File: config.mk
export PLATFORM = sky130hd
export DESIGN_NAME = cec_top
export DESIGN_NICKNAME = d
export VERILOG_FILES = /design/src/logic/cec_pkg.sv /design/src/logic/cec_top.sv /design/src/logic/cec_sync.sv
export VERILOG_INCLUDE_DIRS = /design/src /design/src/logic
export SDC_FILE = /design/constraint.sdc
export NUM_CORES = 1
export LEC_CHECK = 0
export BUFFER_PORTS_ARGS = -buffer_cell sky130_fd_sc_hd__buf_2
export CAP_MARGIN = 30
export CELL_PAD_IN_SITES_DETAIL_PLACEMENT = 1
export CELL_PAD_IN_SITES_GLOBAL_PLACEMENT = 1
export CORE_MARGIN = 2
export CORE_UTILIZATION = 33
export CTS_BUF_LIST = sky130_fd_sc_hd__clkbuf_8
export DETAILED_ROUTE_END_ITERATION = 16
export HOLD_SLACK_MARGIN = 0.02
export PLACE_DENSITY_LB_ADDON = 0.1
export SETUP_SLACK_MARGIN = 0.5
export SYNTH_ARGS = -nofsm -noshare
export SYNTH_HDL_FRONTEND = slang
export SYNTH_SLANG_ARGS = --single-unit
File: constraint.sdc
create_clock -name clock -period 1.9 [get_ports clock]
set_input_delay 0.19 -clock clock [delete_from_list [all_inputs] [get_ports clock]]
set_output_delay 0.19 -clock clock [all_outputs]
set_load 0.02 [all_outputs]
File: src/logic/cec_defs.svh
`ifndef CEC_DEFS_SVH
`define CEC_DEFS_SVH

// Register byte offsets on the register bus
`define CEC_OFS_CTRL   8'h00
`define CEC_OFS_RESP   8'h04
`define CEC_OFS_MASK   8'h08
`define CEC_OFS_RSTEN  8'h0C

// Control register field positions
`define CEC_B_EN       7
`define CEC_B_LVL      6
`define CEC_B_RISE     5
`define CEC_B_FALL     4
`define CEC_HYP_HI     3
`define CEC_HYP_LO     2
`define CEC_HYN_HI     1
`define CEC_HYN_LO     0

// Response and reset-enable field positions
`define CEC_MODE_HI    1
`define CEC_MODE_LO    0
`define CEC_B_RSTEN    0

// Byte lane that carries every register
`define CEC_LANE       0

// Reset values
`define CEC_EN_RST     1'h0
`define CEC_FLAG_RST   1'h0
`define CEC_RSTEN_RST  1'h0
`define CEC_DATA_RST   32'h0000_0000

`endif

File: src/logic/cec_pkg.sv
package cec_pkg;

  // Hysteresis amount, one field per direction
  typedef enum logic [1:0] {
    CEC_HYST_OFF  = 2'h0,
    CEC_HYST_5MV  = 2'h1,
    CEC_HYST_10MV = 2'h2,
    CEC_HYST_20MV = 2'h3
  } cec_hyst_e;

  // Response mode, fastest and hungriest first
  typedef enum logic [1:0] {
    CEC_MODE_FAST = 2'h0,
    CEC_MODE_1    = 2'h1,
    CEC_MODE_2    = 2'h2,
    CEC_MODE_SLOW = 2'h3
  } cec_mode_e;

  // Bus slave states, one-hot
  typedef enum logic [1:0] {
    CEC_BUS_IDLE = 2'h1,
    CEC_BUS_ACK  = 2'h2
  } cec_bus_e;

  // Writable control fields
  typedef struct packed {
    logic      enable;
    cec_hyst_e pos_hyst;
    cec_hyst_e neg_hyst;
  } cec_ctrl_s;

  // Edge flags, also the interrupt mask layout
  typedef struct packed {
    logic rise;
    logic fall;
  } cec_flags_s;

endpackage

File: src/logic/cec_top.sv
// The register addresses and the Wishbone interface to the registers are this design's own decisions.
`timescale 1ns/1ps
`include "cec_defs.svh"
module cec_top #(
  parameter int ADDR_W      = 8,
  parameter int SYNC_STAGES = 2
) (
  input  wire logic              clock,
  input  wire logic              rst,
  input  wire logic              wb_cyc_i,
  input  wire logic              wb_stb_i,
  input  wire logic              wb_we_i,
  input  wire logic [ADDR_W-1:0] wb_adr_i,
  input  wire logic [3:0]        wb_sel_i,
  input  wire logic [31:0]       wb_dat_i,
  output logic      [31:0]       wb_dat_o,
  output logic                   wb_ack_o,
  input  wire logic              cmp_raw_in,
  output logic                   latched_cmp_out,
  output logic                   raw_cmp_out,
  output logic                   cmp_power_en,
  output cec_pkg::cec_hyst_e     pos_hyst_sel,
  output cec_pkg::cec_hyst_e     neg_hyst_sel,
  output cec_pkg::cec_mode_e     resp_mode,
  output logic                   irq,
  output logic                   cmp_reset_req
);

  // Offsets widened once to the address bus width
  localparam logic [ADDR_W-1:0] ADR_CTRL  = ADDR_W'(`CEC_OFS_CTRL);
  localparam logic [ADDR_W-1:0] ADR_RESP  = ADDR_W'(`CEC_OFS_RESP);
  localparam logic [ADDR_W-1:0] ADR_MASK  = ADDR_W'(`CEC_OFS_MASK);
  localparam logic [ADDR_W-1:0] ADR_RSTEN = ADDR_W'(`CEC_OFS_RSTEN);

  // Address must reach the highest register; refused at elaboration
  if (ADDR_W < 4) begin
    $error("cec_top needs an address of at least four bits");
  end

  // A single flop would leave the edge detectors open to metastability
  if (SYNC_STAGES < 2) begin
    $error("cec_top needs at least two synchroniser stages");
  end

  // Bus slave state
  cec_pkg::cec_bus_e   bus_reg;
  cec_pkg::cec_bus_e   bus_next;
  logic                ack_reg;
  logic                ack_next;
  logic [31:0]         dat_reg;
  logic [31:0]         dat_next;

  // Software-visible registers
  cec_pkg::cec_ctrl_s  ctrl_reg;
  cec_pkg::cec_ctrl_s  ctrl_next;
  cec_pkg::cec_mode_e  mode_reg;
  cec_pkg::cec_mode_e  mode_next;
  cec_pkg::cec_flags_s flags_reg;
  cec_pkg::cec_flags_s flags_next;
  cec_pkg::cec_flags_s mask_reg;
  cec_pkg::cec_flags_s mask_next;
  logic                rsten_reg;
  logic                rsten_next;

  // Edge detector state
  logic                prev_reg;
  logic                prev_next;
  logic                armed_reg;
  logic                armed_next;

  // Registered outputs
  logic                latched_reg;
  logic                latched_next;
  logic                power_reg;
  logic                power_next;
  cec_pkg::cec_hyst_e  hyp_reg;
  cec_pkg::cec_hyst_e  hyp_next;
  cec_pkg::cec_hyst_e  hyn_reg;
  cec_pkg::cec_hyst_e  hyn_next;
  cec_pkg::cec_mode_e  mode_out_reg;
  cec_pkg::cec_mode_e  mode_out_next;
  logic                irq_reg;
  logic                irq_next;
  logic                rstreq_reg;
  logic                rstreq_next;

  // Decoded strobes and derived levels
  logic                req;
  logic                wr_commit;
  logic                level_sync;
  logic                level;
  logic                rise_evt;
  logic                fall_evt;
  cec_pkg::cec_flags_s clr;

  // Address hits and per-register write strobes
  logic                hit_ctrl;
  logic                hit_resp;
  logic                hit_mask;
  logic                hit_rsten;
  logic                wr_ctrl;
  logic                wr_resp;
  logic                wr_mask;
  logic                wr_rsten;

  cec_sync #(
    .STAGES   (SYNC_STAGES)
  ) u_sync (
    .clock    (clock),
    .rst      (rst),
    .async_in (cmp_raw_in),
    .sync_out (level_sync)
  );

  assign level = level_sync & ctrl_reg.enable;

  // Request and the edge at which a write lands
  assign req       = wb_cyc_i & wb_stb_i;
  assign wr_commit = req & wb_we_i & ack_reg & wb_sel_i[`CEC_LANE];

  // Address decode shared by the read mux and the write strobes
  assign hit_ctrl  = (wb_adr_i == ADR_CTRL);
  assign hit_resp  = (wb_adr_i == ADR_RESP);
  assign hit_mask  = (wb_adr_i == ADR_MASK);
  assign hit_rsten = (wb_adr_i == ADR_RSTEN);

  // Write strobes; lane select and ack edge already folded in
  assign wr_ctrl   = wr_commit & hit_ctrl;
  assign wr_resp   = wr_commit & hit_resp;
  assign wr_mask   = wr_commit & hit_mask;
  assign wr_rsten  = wr_commit & hit_rsten;

  // Bus handshake: one ack per request, dropped the cycle after
  always_comb begin
    bus_next = bus_reg;
    ack_next = 1'b0;
    case (bus_reg)
      cec_pkg::CEC_BUS_IDLE: begin
        if (req) begin
          bus_next = cec_pkg::CEC_BUS_ACK;
          ack_next = 1'b1;
        end
      end
      cec_pkg::CEC_BUS_ACK: begin
        bus_next = cec_pkg::CEC_BUS_IDLE;
      end
      default: begin
        bus_next = cec_pkg::CEC_BUS_IDLE;
      end
    endcase
  end

  // Read data captured with ack; unmapped reads as zero
  always_comb begin
    dat_next = `CEC_DATA_RST;
    if (bus_reg == cec_pkg::CEC_BUS_IDLE && req && !wb_we_i) begin
      if (hit_ctrl) begin
        dat_next[`CEC_B_EN]                 = ctrl_reg.enable;
        dat_next[`CEC_B_LVL]                = level;
        dat_next[`CEC_B_RISE]               = flags_reg.rise;
        dat_next[`CEC_B_FALL]               = flags_reg.fall;
        dat_next[`CEC_HYP_HI:`CEC_HYP_LO]   = ctrl_reg.pos_hyst;
        dat_next[`CEC_HYN_HI:`CEC_HYN_LO]   = ctrl_reg.neg_hyst;
      end else if (hit_resp) begin
        dat_next[`CEC_MODE_HI:`CEC_MODE_LO] = mode_reg;
      end else if (hit_mask) begin
        dat_next[`CEC_B_RISE]               = mask_reg.rise;
        dat_next[`CEC_B_FALL]               = mask_reg.fall;
      end else if (hit_rsten) begin
        dat_next[`CEC_B_RSTEN]              = rsten_reg;
      end
    end
  end

  // Bus registers
  always_ff @(posedge clock or posedge rst) begin
    if (rst) begin
      bus_reg <= cec_pkg::CEC_BUS_IDLE;
      ack_reg <= 1'b0;
      dat_reg <= `CEC_DATA_RST;
    end else begin
      bus_reg <= bus_next;
      ack_reg <= ack_next;
      dat_reg <= dat_next;
    end
  end

  // Configuration writes; only the low byte lane holds fields
  always_comb begin
    ctrl_next  = ctrl_reg;
    mode_next  = mode_reg;
    mask_next  = mask_reg;
    rsten_next = rsten_reg;
    clr        = '0;
    if (wr_ctrl) begin
      ctrl_next.enable   = wb_dat_i[`CEC_B_EN];
      ctrl_next.pos_hyst = cec_pkg::cec_hyst_e'(wb_dat_i[`CEC_HYP_HI:`CEC_HYP_LO]);
      ctrl_next.neg_hyst = cec_pkg::cec_hyst_e'(wb_dat_i[`CEC_HYN_HI:`CEC_HYN_LO]);
      // Writing one clears a flag, zero leaves it
      clr.rise           = wb_dat_i[`CEC_B_RISE];
      clr.fall           = wb_dat_i[`CEC_B_FALL];
    end
    if (wr_resp) begin
      mode_next = cec_pkg::cec_mode_e'(wb_dat_i[`CEC_MODE_HI:`CEC_MODE_LO]);
    end
    if (wr_mask) begin
      mask_next.rise = wb_dat_i[`CEC_B_RISE];
      mask_next.fall = wb_dat_i[`CEC_B_FALL];
    end
    if (wr_rsten) begin
      rsten_next = wb_dat_i[`CEC_B_RSTEN];
    end
  end

  // Edge detection on the synchronised value only. Edges are ignored in
  // the first cycle after enable, since the history is stale then;
  // power-up glitches later on are still caught and software clears them.
  always_comb begin
    prev_next  = level_sync;
    armed_next = ctrl_reg.enable;
    rise_evt   = armed_reg & ctrl_reg.enable & level_sync & ~prev_reg;
    fall_evt   = armed_reg & ctrl_reg.enable & ~level_sync & prev_reg;
  end

  // Sticky flags; a new edge beats a clear in the same cycle
  always_comb begin
    flags_next.rise = (flags_reg.rise & ~clr.rise) | rise_evt;
    flags_next.fall = (flags_reg.fall & ~clr.fall) | fall_evt;
  end

  // Software configuration registers
  always_ff @(posedge clock or posedge rst) begin
    if (rst) begin
      ctrl_reg.enable   <= `CEC_EN_RST;
      ctrl_reg.pos_hyst <= cec_pkg::CEC_HYST_OFF;
      ctrl_reg.neg_hyst <= cec_pkg::CEC_HYST_OFF;
      mode_reg          <= cec_pkg::CEC_MODE_2;
      mask_reg          <= '0;
      rsten_reg         <= `CEC_RSTEN_RST;
    end else begin
      ctrl_reg          <= ctrl_next;
      mode_reg          <= mode_next;
      mask_reg          <= mask_next;
      rsten_reg         <= rsten_next;
    end
  end

  // Sticky edge flags, kept apart so a clear never disturbs config
  always_ff @(posedge clock or posedge rst) begin
    if (rst) begin
      flags_reg <= '0;
    end else begin
      flags_reg <= flags_next;
    end
  end

  // Edge history; starts disarmed so reset release is not an edge
  always_ff @(posedge clock or posedge rst) begin
    if (rst) begin
      prev_reg  <= `CEC_FLAG_RST;
      armed_reg <= `CEC_FLAG_RST;
    end else begin
      prev_reg  <= prev_next;
      armed_reg <= armed_next;
    end
  end

  // Output stage toward the pins and analog core
  always_comb begin
    latched_next  = level;
    power_next    = ctrl_reg.enable;
    hyp_next      = ctrl_reg.pos_hyst;
    hyn_next      = ctrl_reg.neg_hyst;
    mode_out_next = mode_reg;
    irq_next      = (flags_reg.rise & mask_reg.rise) | (flags_reg.fall & mask_reg.fall);
    rstreq_next   = rsten_reg & ctrl_reg.enable & armed_reg & ~level_sync;
  end

  // Output registers
  always_ff @(posedge clock or posedge rst) begin
    if (rst) begin
      latched_reg  <= 1'b0;
      power_reg    <= 1'b0;
      hyp_reg      <= cec_pkg::CEC_HYST_OFF;
      hyn_reg      <= cec_pkg::CEC_HYST_OFF;
      mode_out_reg <= cec_pkg::CEC_MODE_2;
      irq_reg      <= 1'b0;
      rstreq_reg   <= 1'b0;
    end else begin
      latched_reg  <= latched_next;
      power_reg    <= power_next;
      hyp_reg      <= hyp_next;
      hyn_reg      <= hyn_next;
      mode_out_reg <= mode_out_next;
      irq_reg      <= irq_next;
      rstreq_reg   <= rstreq_next;
    end
  end

  // Raw path must work with the clock stopped, so it alone is a gate
  // rather than a flop; it is forced low while disabled.
  // raw asynchronous output
  assign raw_cmp_out     = cmp_raw_in & ctrl_reg.enable;

  assign wb_dat_o        = dat_reg;
  assign wb_ack_o        = ack_reg;
  assign latched_cmp_out = latched_reg;
  assign cmp_power_en    = power_reg;
  assign pos_hyst_sel    = hyp_reg;
  assign neg_hyst_sel    = hyn_reg;
  assign resp_mode       = mode_out_reg;
  assign irq             = irq_reg;
  assign cmp_reset_req   = rstreq_reg;

endmodule

File: src/logic/cec_sync.sv
`timescale 1ns/1ps
module cec_sync #(
  parameter int STAGES = 2
) (
  input  wire logic clock,
  input  wire logic rst,
  input  wire logic async_in,
  output logic      sync_out
);

  logic [STAGES-1:0] chain_reg;
  logic [STAGES-1:0] chain_next;

  // Refuse a chain too short to settle metastability
  if (STAGES < 2) begin
    $error("cec_sync needs at least two stages");
  end

  // Shift in; first stage feeds only the second
  always_comb begin
    chain_next = {chain_reg[STAGES-2:0], async_in};
  end

  // Chain registers
  always_ff @(posedge clock or posedge rst) begin
    if (rst) begin
      chain_reg <= '0;
    end else begin
      chain_reg <= chain_next;
    end
  end

  assign sync_out = chain_reg[STAGES-1];

endmodule

==> impl_metrics.tcl, run 1 <==
set metrics [dict create \
    cap_violations 0 \
    vias_per_cell 4.55 \
    core_area_sq_um 4690 \
    synthCells 118 \
    globalplace.congestion 0.722 \
    holdWs_ns 0.142 \
    grt_pass1_wl_um 5090 \
    crit_family "simple AND/OR/NAND/NOR gates" \
    critPathSlowestCell "or4b_4" \
    first_global_vias 1023 \
    combinationalPowerShare_pct 9.0 \
    gr-usage-all-layers_pct 12.8 \
    crit_path_start "bus_reg[0]" \
    antenna_found_initial 0 \
    grt_max_degree 37 \
    min_path_type "in -> reg" \
    overflow 0 \
    avgRoutedWirePerCell_um 15.4 \
    cp_max_fo 7 \
    fin_total_pwr_w 0.00166 \
    crit_path_end_kind "register" \
    netSwitchingFraction_pct 22.4 \
    ant_nets 0 \
    cts.sinks 36 \
    slowest_delay_ns 0.60 \
    nNetsFinal 225 \
    hpwl_um 2310 \
    power.density_nw_per_um2 766 \
    ys_ff_latch 36 \
    register_area_sq_um 905 \
    final.period_utilization_pct 90.2 \
    crit_type "reg -> reg" \
    r2r-start "bus_reg[0]" \
    worst_ir_drop_vdd_uv 357 \
    start_util_pct 34.2 \
    path_cells "and4b_1 > or4b_4 > buf_12 > nor3_2" \
    fillers 510 \
    dieArea_sq_um 5430 \
    cts_buffer_depth 2 \
    period_needed_ns 1.71 \
    switching_power_w 0.000372 \
    n_antenna_cell 0 \
    max_clock_freq_mhz 584 \
    tns_ns 0 \
    vias 1046 \
    die_width_um 73.7 \
    hold_start "wb_dat_i[3]" \
    hold_viol 0 \
    wl_um 3540 \
    setup_viol 0 \
    drv_slew 0 \
    status "finished clean" \
    io_pins 94 \
    path_clk_slew_ns 0.07 \
    clkPwrFrac_pct 43.9 \
    fin_worst_skew_ns 0.00736 \
    final_common_cell "buf_2" \
    drt-pass1-iter-count 4 \
    htree_num_levels 2 \
    synth_cell_types 32 \
    ys_warn_count 0 \
    num_rows 25 \
    syn_area_per_cell_sq_um 13.6 \
    rsz0062_at_grt "true" \
    final_cell_mix "buf_2 (38), dfrtp_1 (33), conb_1 (24), buf_4 (9), mux2_4 (8)" \
    drt_first_iter_violations 32 \
    power_frac_seq_pct 47.1 \
    final_layout_size_suffix_gt1_share_pct 52.3 \
    largest_reg_flops 8 \
    ys_seq_area_share_pct 56.4 \
    required_ns 2.10 \
    syn_area_sq_um 1600 \
    die_h_um 73.7 \
    cts-root-buf "clkbuf_8" \
    startpoint_type "register" \
    multi_input_area_sq_um 683 \
    route.detailed.drc 0 \
    port_buffers 41 \
    area_growth_pct 34.8 \
    clkLatencyLatePin_ns 0.28 \
    p_leak_nw 1.14 \
    cts-buffers-inserted 5 \
    internal_power_w 0.00128 \
    cts_tree "done" \
    critPathArrivalTime_ns 1.91 \
    path_buf_inv 1 \
]
kinds of logic after synthesis:
logic type,share of synthesized area [%]
buffers and inverters,14.0
AO/OA/AOI/OAI,2.26
AND/OR/NAND/NOR,17.6
multiplexers,9.59
flip-flops,56.4
other,0.234
power groups by stage:
stage                     clock (W)  sequential, W  combinational (W)
final                      0.000727       0.000780           0.000149
after detailed placement          0       0.000793           0.000126
after global placement            0       0.000793           0.000123
after floorplan                   0       0.000794           0.000121
after CTS                  0.000743       0.000779           0.000135
after global routing       0.000783       0.000781           0.000162
cell type report:
cell class / count / area share [%]
inverter: 4 / 0.694
sequential: 36 / 41.8
clock buffer: 7 / 4.46
timing repair buffer: 56 / 16.9
clock inverter: 1 / 1.39
tap: 54 / 3.13
multi-input combinational: 72 / 31.6
worst paths after layout:
| check | cells after the start | endpoint | slack (ns) |
|---|---|---|---|
| worst max-delay path | 4 | wb_dat_o[5] | 0.19 |
| worst min-delay path | 2 | hyp_next[1] | 0.14 |
| worst max register to register | 4 | wb_dat_o[5] | 0.19 |
| worst min register to register | 0 | u_sync.chain_reg[1] | 0.37 |
| max in group asynchronous | 4 | bus_reg[0] | 0.98 |
| min in group asynchronous | 4 | prev_reg | 0.56 |
stage by stage:
step           utilization (%)  worst slack (ns)  area [sq um]  std cells
5_1_grt                   46.1             0.149          2160        230
3_3_place_gp              38.9            0.0471          1830        213
3_5_place_dp              38.9            0.0221          1830        213
4_1_cts                   42.9             0.247          2010        225
6_report                  46.1             0.186          2160        230
2_1_floorplan                -             0.107          1730        141
synthesized netlist by cell type:
master	count	area, sq um
buf_1	2	7.51
or4bb_1	1	11.3
nand4_1	1	6.26
buf_2	2	10.0
buf_6	1	11.3
a22oi_1	1	7.51
nand3_1	1	5.00
nor4_4	1	21.3
a22o_1	1	8.76
and2_1	2	12.5
nor4_1	3	18.8
inv_1	4	15.0
mux2i_1	3	30.0
o21bai_1	1	7.51
and4b_1	3	30.0
o211ai_1	1	7.51
nor3_1	3	15.0
nand2b_1	1	6.26
or2_2	1	6.26
or4b_4	1	13.8
or4_1	1	7.51
nand3b_1	1	7.51
nor4b_4	3	71.3
nor2_1	2	7.51
dfstp_2	3	78.8
mux2_2	11	124
buf_4	24	180
nand4b_1	3	26.3
conb_1	1	3.75
dfrtp_1	33	826
nor4b_2	1	15.0
o21ai_0	1	5.00
what timing repair did:
item | CTS | global route
endpoints found under the hold margin | 21 | 0
setup buffers | 2 | 5
hold buffers | 2 | 0
endpoints found under the setup margin | 18 | 18
pin swaps | 4 | 5
resized for setup | 5 | 18
layer usage:
layer	up-vias	part of all wire [%]	GRT usage (%)
li1	476	-	-
met5	-	0	0
met2	49	49	20.3
met4	0	1.4	4.24
met1	517	43	16.9
met3	4	6.4	3.70
Note: power is estimated with default switching activity, not from simulation.
==> run 2: changes to the inputs <==
Settings changed: GPL_TIMING_DRIVEN set to 0.
==> impl_metrics.tcl, run 2 (synthesis gave the netlist of run 1 again) <==
set metrics [dict create \
    hold_viol 0 \
    num_rows 25 \
    avgRoutedWirePerCell_um 13.6 \
    critPathArrivalTime_ns 1.84 \
    ant_nets 0 \
    numPlacedInstances 237 \
    fin_total_pwr_w 0.00163 \
    cts_tree "done" \
    wl_um 3410 \
    final_layout_size_suffix_gt1_share_pct 55.8 \
    fillers 518 \
    io_pins 94 \
    min_path_type "in -> reg" \
    max_clock_freq_mhz 605 \
    status "finished clean" \
    grt_max_degree 23 \
    globalplace.congestion 0.708 \
    cts-buffers-inserted 5 \
    rsz0062_at_grt "true" \
    start_util_pct 34.2 \
    first_global_vias 1119 \
    n_antenna_cell 0 \
    drt_first_iter_violations 39 \
    antenna_found_initial 0 \
    drv_slew 0 \
    vias 1090 \
    design_area_sq_um 2300 \
    fin_cells 251 \
    worst_pin_slew_ns 0.644 \
    holdWs_ns 0.140 \
    worst_ir_drop_vdd_uv 282 \
    p_leak_nw 1.24 \
    hold_depth 2 \
    register_area_sq_um 905 \
    utilization_pct 49.0 \
    cts-root-buf "clkbuf_8" \
    path_clk_slew_ns 0.08 \
    final_cell_mix "buf_2 (39), dfrtp_1 (33), buf_4 (27), conb_1 (24), mux2_4 (6)" \
    dieArea_sq_um 5430 \
    vias_per_cell 4.34 \
    multi_input_area_sq_um 658 \
    largest_reg_flops 8 \
    final.period_utilization_pct 87.0 \
    port_buffers 41 \
    cts.sinks 36 \
    startpoint_type "register" \
    reg2regPathDepth 4 \
    final_common_cell "buf_2" \
    area_growth_pct 43.2 \
    cts_buffer_depth 2 \
    period_needed_ns 1.65 \
    nNetsFinal 246 \
    required_ns 2.09 \
    fin_worst_skew_ns 0.00894 \
    route.detailed.drc 0 \
    crit_path_end_kind "register" \
    die_width_um 73.7 \
    core_area_sq_um 4690 \
    slew_headroom_pct 57.0 \
    clkLatencyLatePin_ns 0.29 \
    ff2ff_setup_slack_ns 0.25 \
    cp_max_fo 8 \
    crit_type "reg -> reg" \
    cap_violations 0 \
    power.density_nw_per_um2 709 \
    die_h_um 73.7 \
    overflow 0 \
    grt_pass1_wl_um 5600 \
    dpl_cell_area_sq_um 2030 \
    gr-usage-all-layers_pct 14.1 \
    setup_viol 0 \
    htree_num_levels 2 \
    drt-pass1-iter-count 4 \
]
run 2: stage by stage:
step	setup slack (ns)	TNS (ns)
floorplan	0.107	0
global placement	-0.142	-0.840
detailed placement	-0.177	-1.19
CTS	0.228	0
global route	0.153	0
finish	0.246	0
run 2: layout make-up:
type	count	area share, %
inverters	4	0.654
clock inverters	3	1.85
clock buffers	5	3.00
repair buffers	48	13.8
plain buffers	29	9.75
well taps	54	2.94
multi-input cells	72	28.6
flip-flops and latches	36	39.4
run 2: power breakdown:
part	switching (W)	leakage [nW]	total (W)	internal (W)
Clock	0.000270	0.0541	0.000658	0.000388
Combinational	0.000109	0.714	0.000191	0.0000827
Sequential	0.00000455	0.473	0.000779	0.000775
run 2: critical path, stage by stage, from the launching register on:
cell,delay [ns]
dfstp_2,0.53
and4b_1,0.20
or4b_4,0.47
buf_8,0.17
nor4b_4,0.20
run 2: worst paths after layout:
check	endpoint	start
min in group asynchronous	cmp_reset_req	rst
setup reg to reg	wb_dat_o[2]	bus_reg[0]
max in group asynchronous	bus_reg[0]	rst
setup / recovery	wb_dat_o[2]	bus_reg[0]
hold reg to reg	u_sync.chain_reg[1]	u_sync.chain_reg[0]
hold / removal	hyp_next[1]	wb_dat_i[3]
run 2: per-layer routing:
| metal | GRT usage, % | share of wire (%) | routed length, um |
|---|---|---|---|
| met5 | 0 | 0 | 0 |
| met3 | 4.25 | 6.0 | 203 |
| met4 | 6.06 | 1.8 | 61 |
| met2 | 23.3 | 50 | 1700 |
| met1 | 16.8 | 42 | 1440 |
run 2: timing repair:
action	in CTS	in global routing
hold buffers	2	0
endpoints found under the hold margin	15	0
endpoints found under the setup margin	20	20
resized for setup	11	9
pin swaps	5	4
buffers inserted	3	1
==> run 3: changes to the inputs <==
Settings changed: CORE_UTILIZATION 33 to 30.
Clock period 1.9 ns to 1.41 ns, I/O delays scaled along.
==> impl_metrics.tcl, run 3 (synthesis gave the netlist of run 1 again) <==
set metrics [dict create \
    slowest_delay_ns 0.52 \
    cts_tree "done" \
    cts.sinks 36 \
    violations "negative hold slack, negative setup slack" \
    cap_violations 0 \
    path_buf_inv 1 \
    cp_max_fo 8 \
    die_h_um 77.1 \
    n_antenna_cell 0 \
    setup_viol 15 \
    cts_buffer_depth 2 \
    area_growth_pct 51.7 \
    globalplace.congestion 0.738 \
    tns_ns -2.08 \
    start_util_pct 31.2 \
    vias 1115 \
    worst_pin_slew_ns 0.781 \
    largest_reg_flops 8 \
    wl_um 3730 \
    path_cells "and4b_1 > or4b_4 > buf_8 > nor3_1" \
    nNetsFinal 248 \
    critPathSlowestCell "dfstp_2" \
    hold_viol 26 \
    port_buffers 41 \
    grt_max_degree 37 \
    die_width_um 77.1 \
    critPathArrivalTime_ns 1.88 \
    dpl_cell_area_sq_um 2020 \
    period_needed_ns 1.69 \
    crit_family "simple AND/OR/NAND/NOR gates" \
    grt_pass1_wl_um 6140 \
    rsz0062_at_grt "true" \
    post-place-ws_ns -0.598 \
    final_layout_size_suffix_gt1_share_pct 57.6 \
    crit_path_end_kind "register" \
    final_common_cell "dfrtp_1" \
    cts-buffers-inserted 5 \
    slew_headroom_pct 47.9 \
    gr-usage-all-layers_pct 13.5 \
    required_ns 1.60 \
    max_clock_freq_mhz 591 \
    io_pins 94 \
    htree_num_levels 2 \
    design_area_sq_um 2430 \
    num_rows 26 \
    drt_first_iter_violations 76 \
    dieArea_sq_um 5950 \
    crit_type "reg -> reg" \
    worst_slack_ns -0.282 \
    avgRoutedWirePerCell_um 13.9 \
    vias_per_cell 4.16 \
    fin_worst_skew_ns 0.00701 \
    drv_slew 0 \
    worst_ir_drop_vdd_uv 385 \
    ant_nets 0 \
    p_leak_nw 1.25 \
    fillers 574 \
    power.density_nw_per_um2 863 \
    cts-root-buf "clkbuf_8" \
    antenna_found_initial 0 \
    final.period_utilization_pct 120 \
    status "complete, but fails checks" \
    holdWs_ns -0.0125 \
    hpwl_um 2570 \
    overflow 0 \
    route.detailed.drc 0 \
    final_cell_mix "dfrtp_1 (33), buf_6 (28), buf_4 (27), conb_1 (24), buf_2 (22)" \
    core_area_sq_um 5140 \
    startpoint_type "register" \
    utilization_pct 47.3 \
    drt-pass1-iter-count 4 \
    first_global_vias 1213 \
    path_clk_slew_ns 0.07 \
    clkLatencyLatePin_ns 0.29 \
    min_path_type "in -> async" \
]
run 3: path summary, 6_finish.rpt:
path,start,endpoint,slack (ns),depth (start not counted)
setup reg to reg,bus_reg[0],wb_dat_o[1],-0.28,4
hold / removal,rst,wb_dat_o[1],-0.01,2
max in group asynchronous,rst,wb_dat_o[7],0.99,2
hold reg to reg,u_sync.chain_reg[0],u_sync.chain_reg[1],0.36,0
min in group clock,wb_dat_i[2],hyp_next[0],0.09,2
setup / recovery,bus_reg[0],wb_dat_o[1],-0.28,4
run 3: report_power, final:
part           leakage [nW]  switching [W]  internal [W]
Sequential            0.473     0.00000652       0.00104
Clock                0.0503       0.000355      0.000435
Combinational         0.727       0.000148      0.000110
Total                  1.25       0.000510       0.00159
run 3: repair_timing:
action | CTS | global route
cloned | 0 | 0
hold buffers | 1 | 0
setup endpoints to repair | 40 | 42
hold endpoints to repair | 34 | 0
setup buffers | 4 | 4
pin swaps | 5 | 5
gates resized for setup | 59 | 5
run 3: through the flow:
stage / hold WS, ns / instances / power, W
floorplan: 0.0933 / 141 / 0.00123
global placement: 0.261 / 252 / 0.00128
detailed placement: 0.263 / 252 / 0.00129
CTS: 0.0119 / 264 / 0.00212
global route: 0.0494 / 268 / 0.00220
finish: -0.0125 / 268 / 0.00210
run 3: routing by layer:
layer  track usage, %  wire length (um)
met4             6.43                78
met5                0                 0
met3             3.41               182
met1             15.4              1520
met2             23.6              1950
run 3: worst reg2reg max path: cells and delay by family, from the launching register on:
family	cells	cell delay, ns
flip-flops	1	0.52
buffers and inverters	1	0.17
AND/OR/NAND/NOR	3	0.90
run 3: final cells by class:
class	count	area, sq um	area share [%]
sequential	36	905	37.2
multi-input combinational	72	673	27.7
timing repair buffer	50	432	17.7
buffer	29	221	9.10
clock buffer	7	96.3	3.96
tap	70	87.6	3.60
inverter	4	18.8	0.771
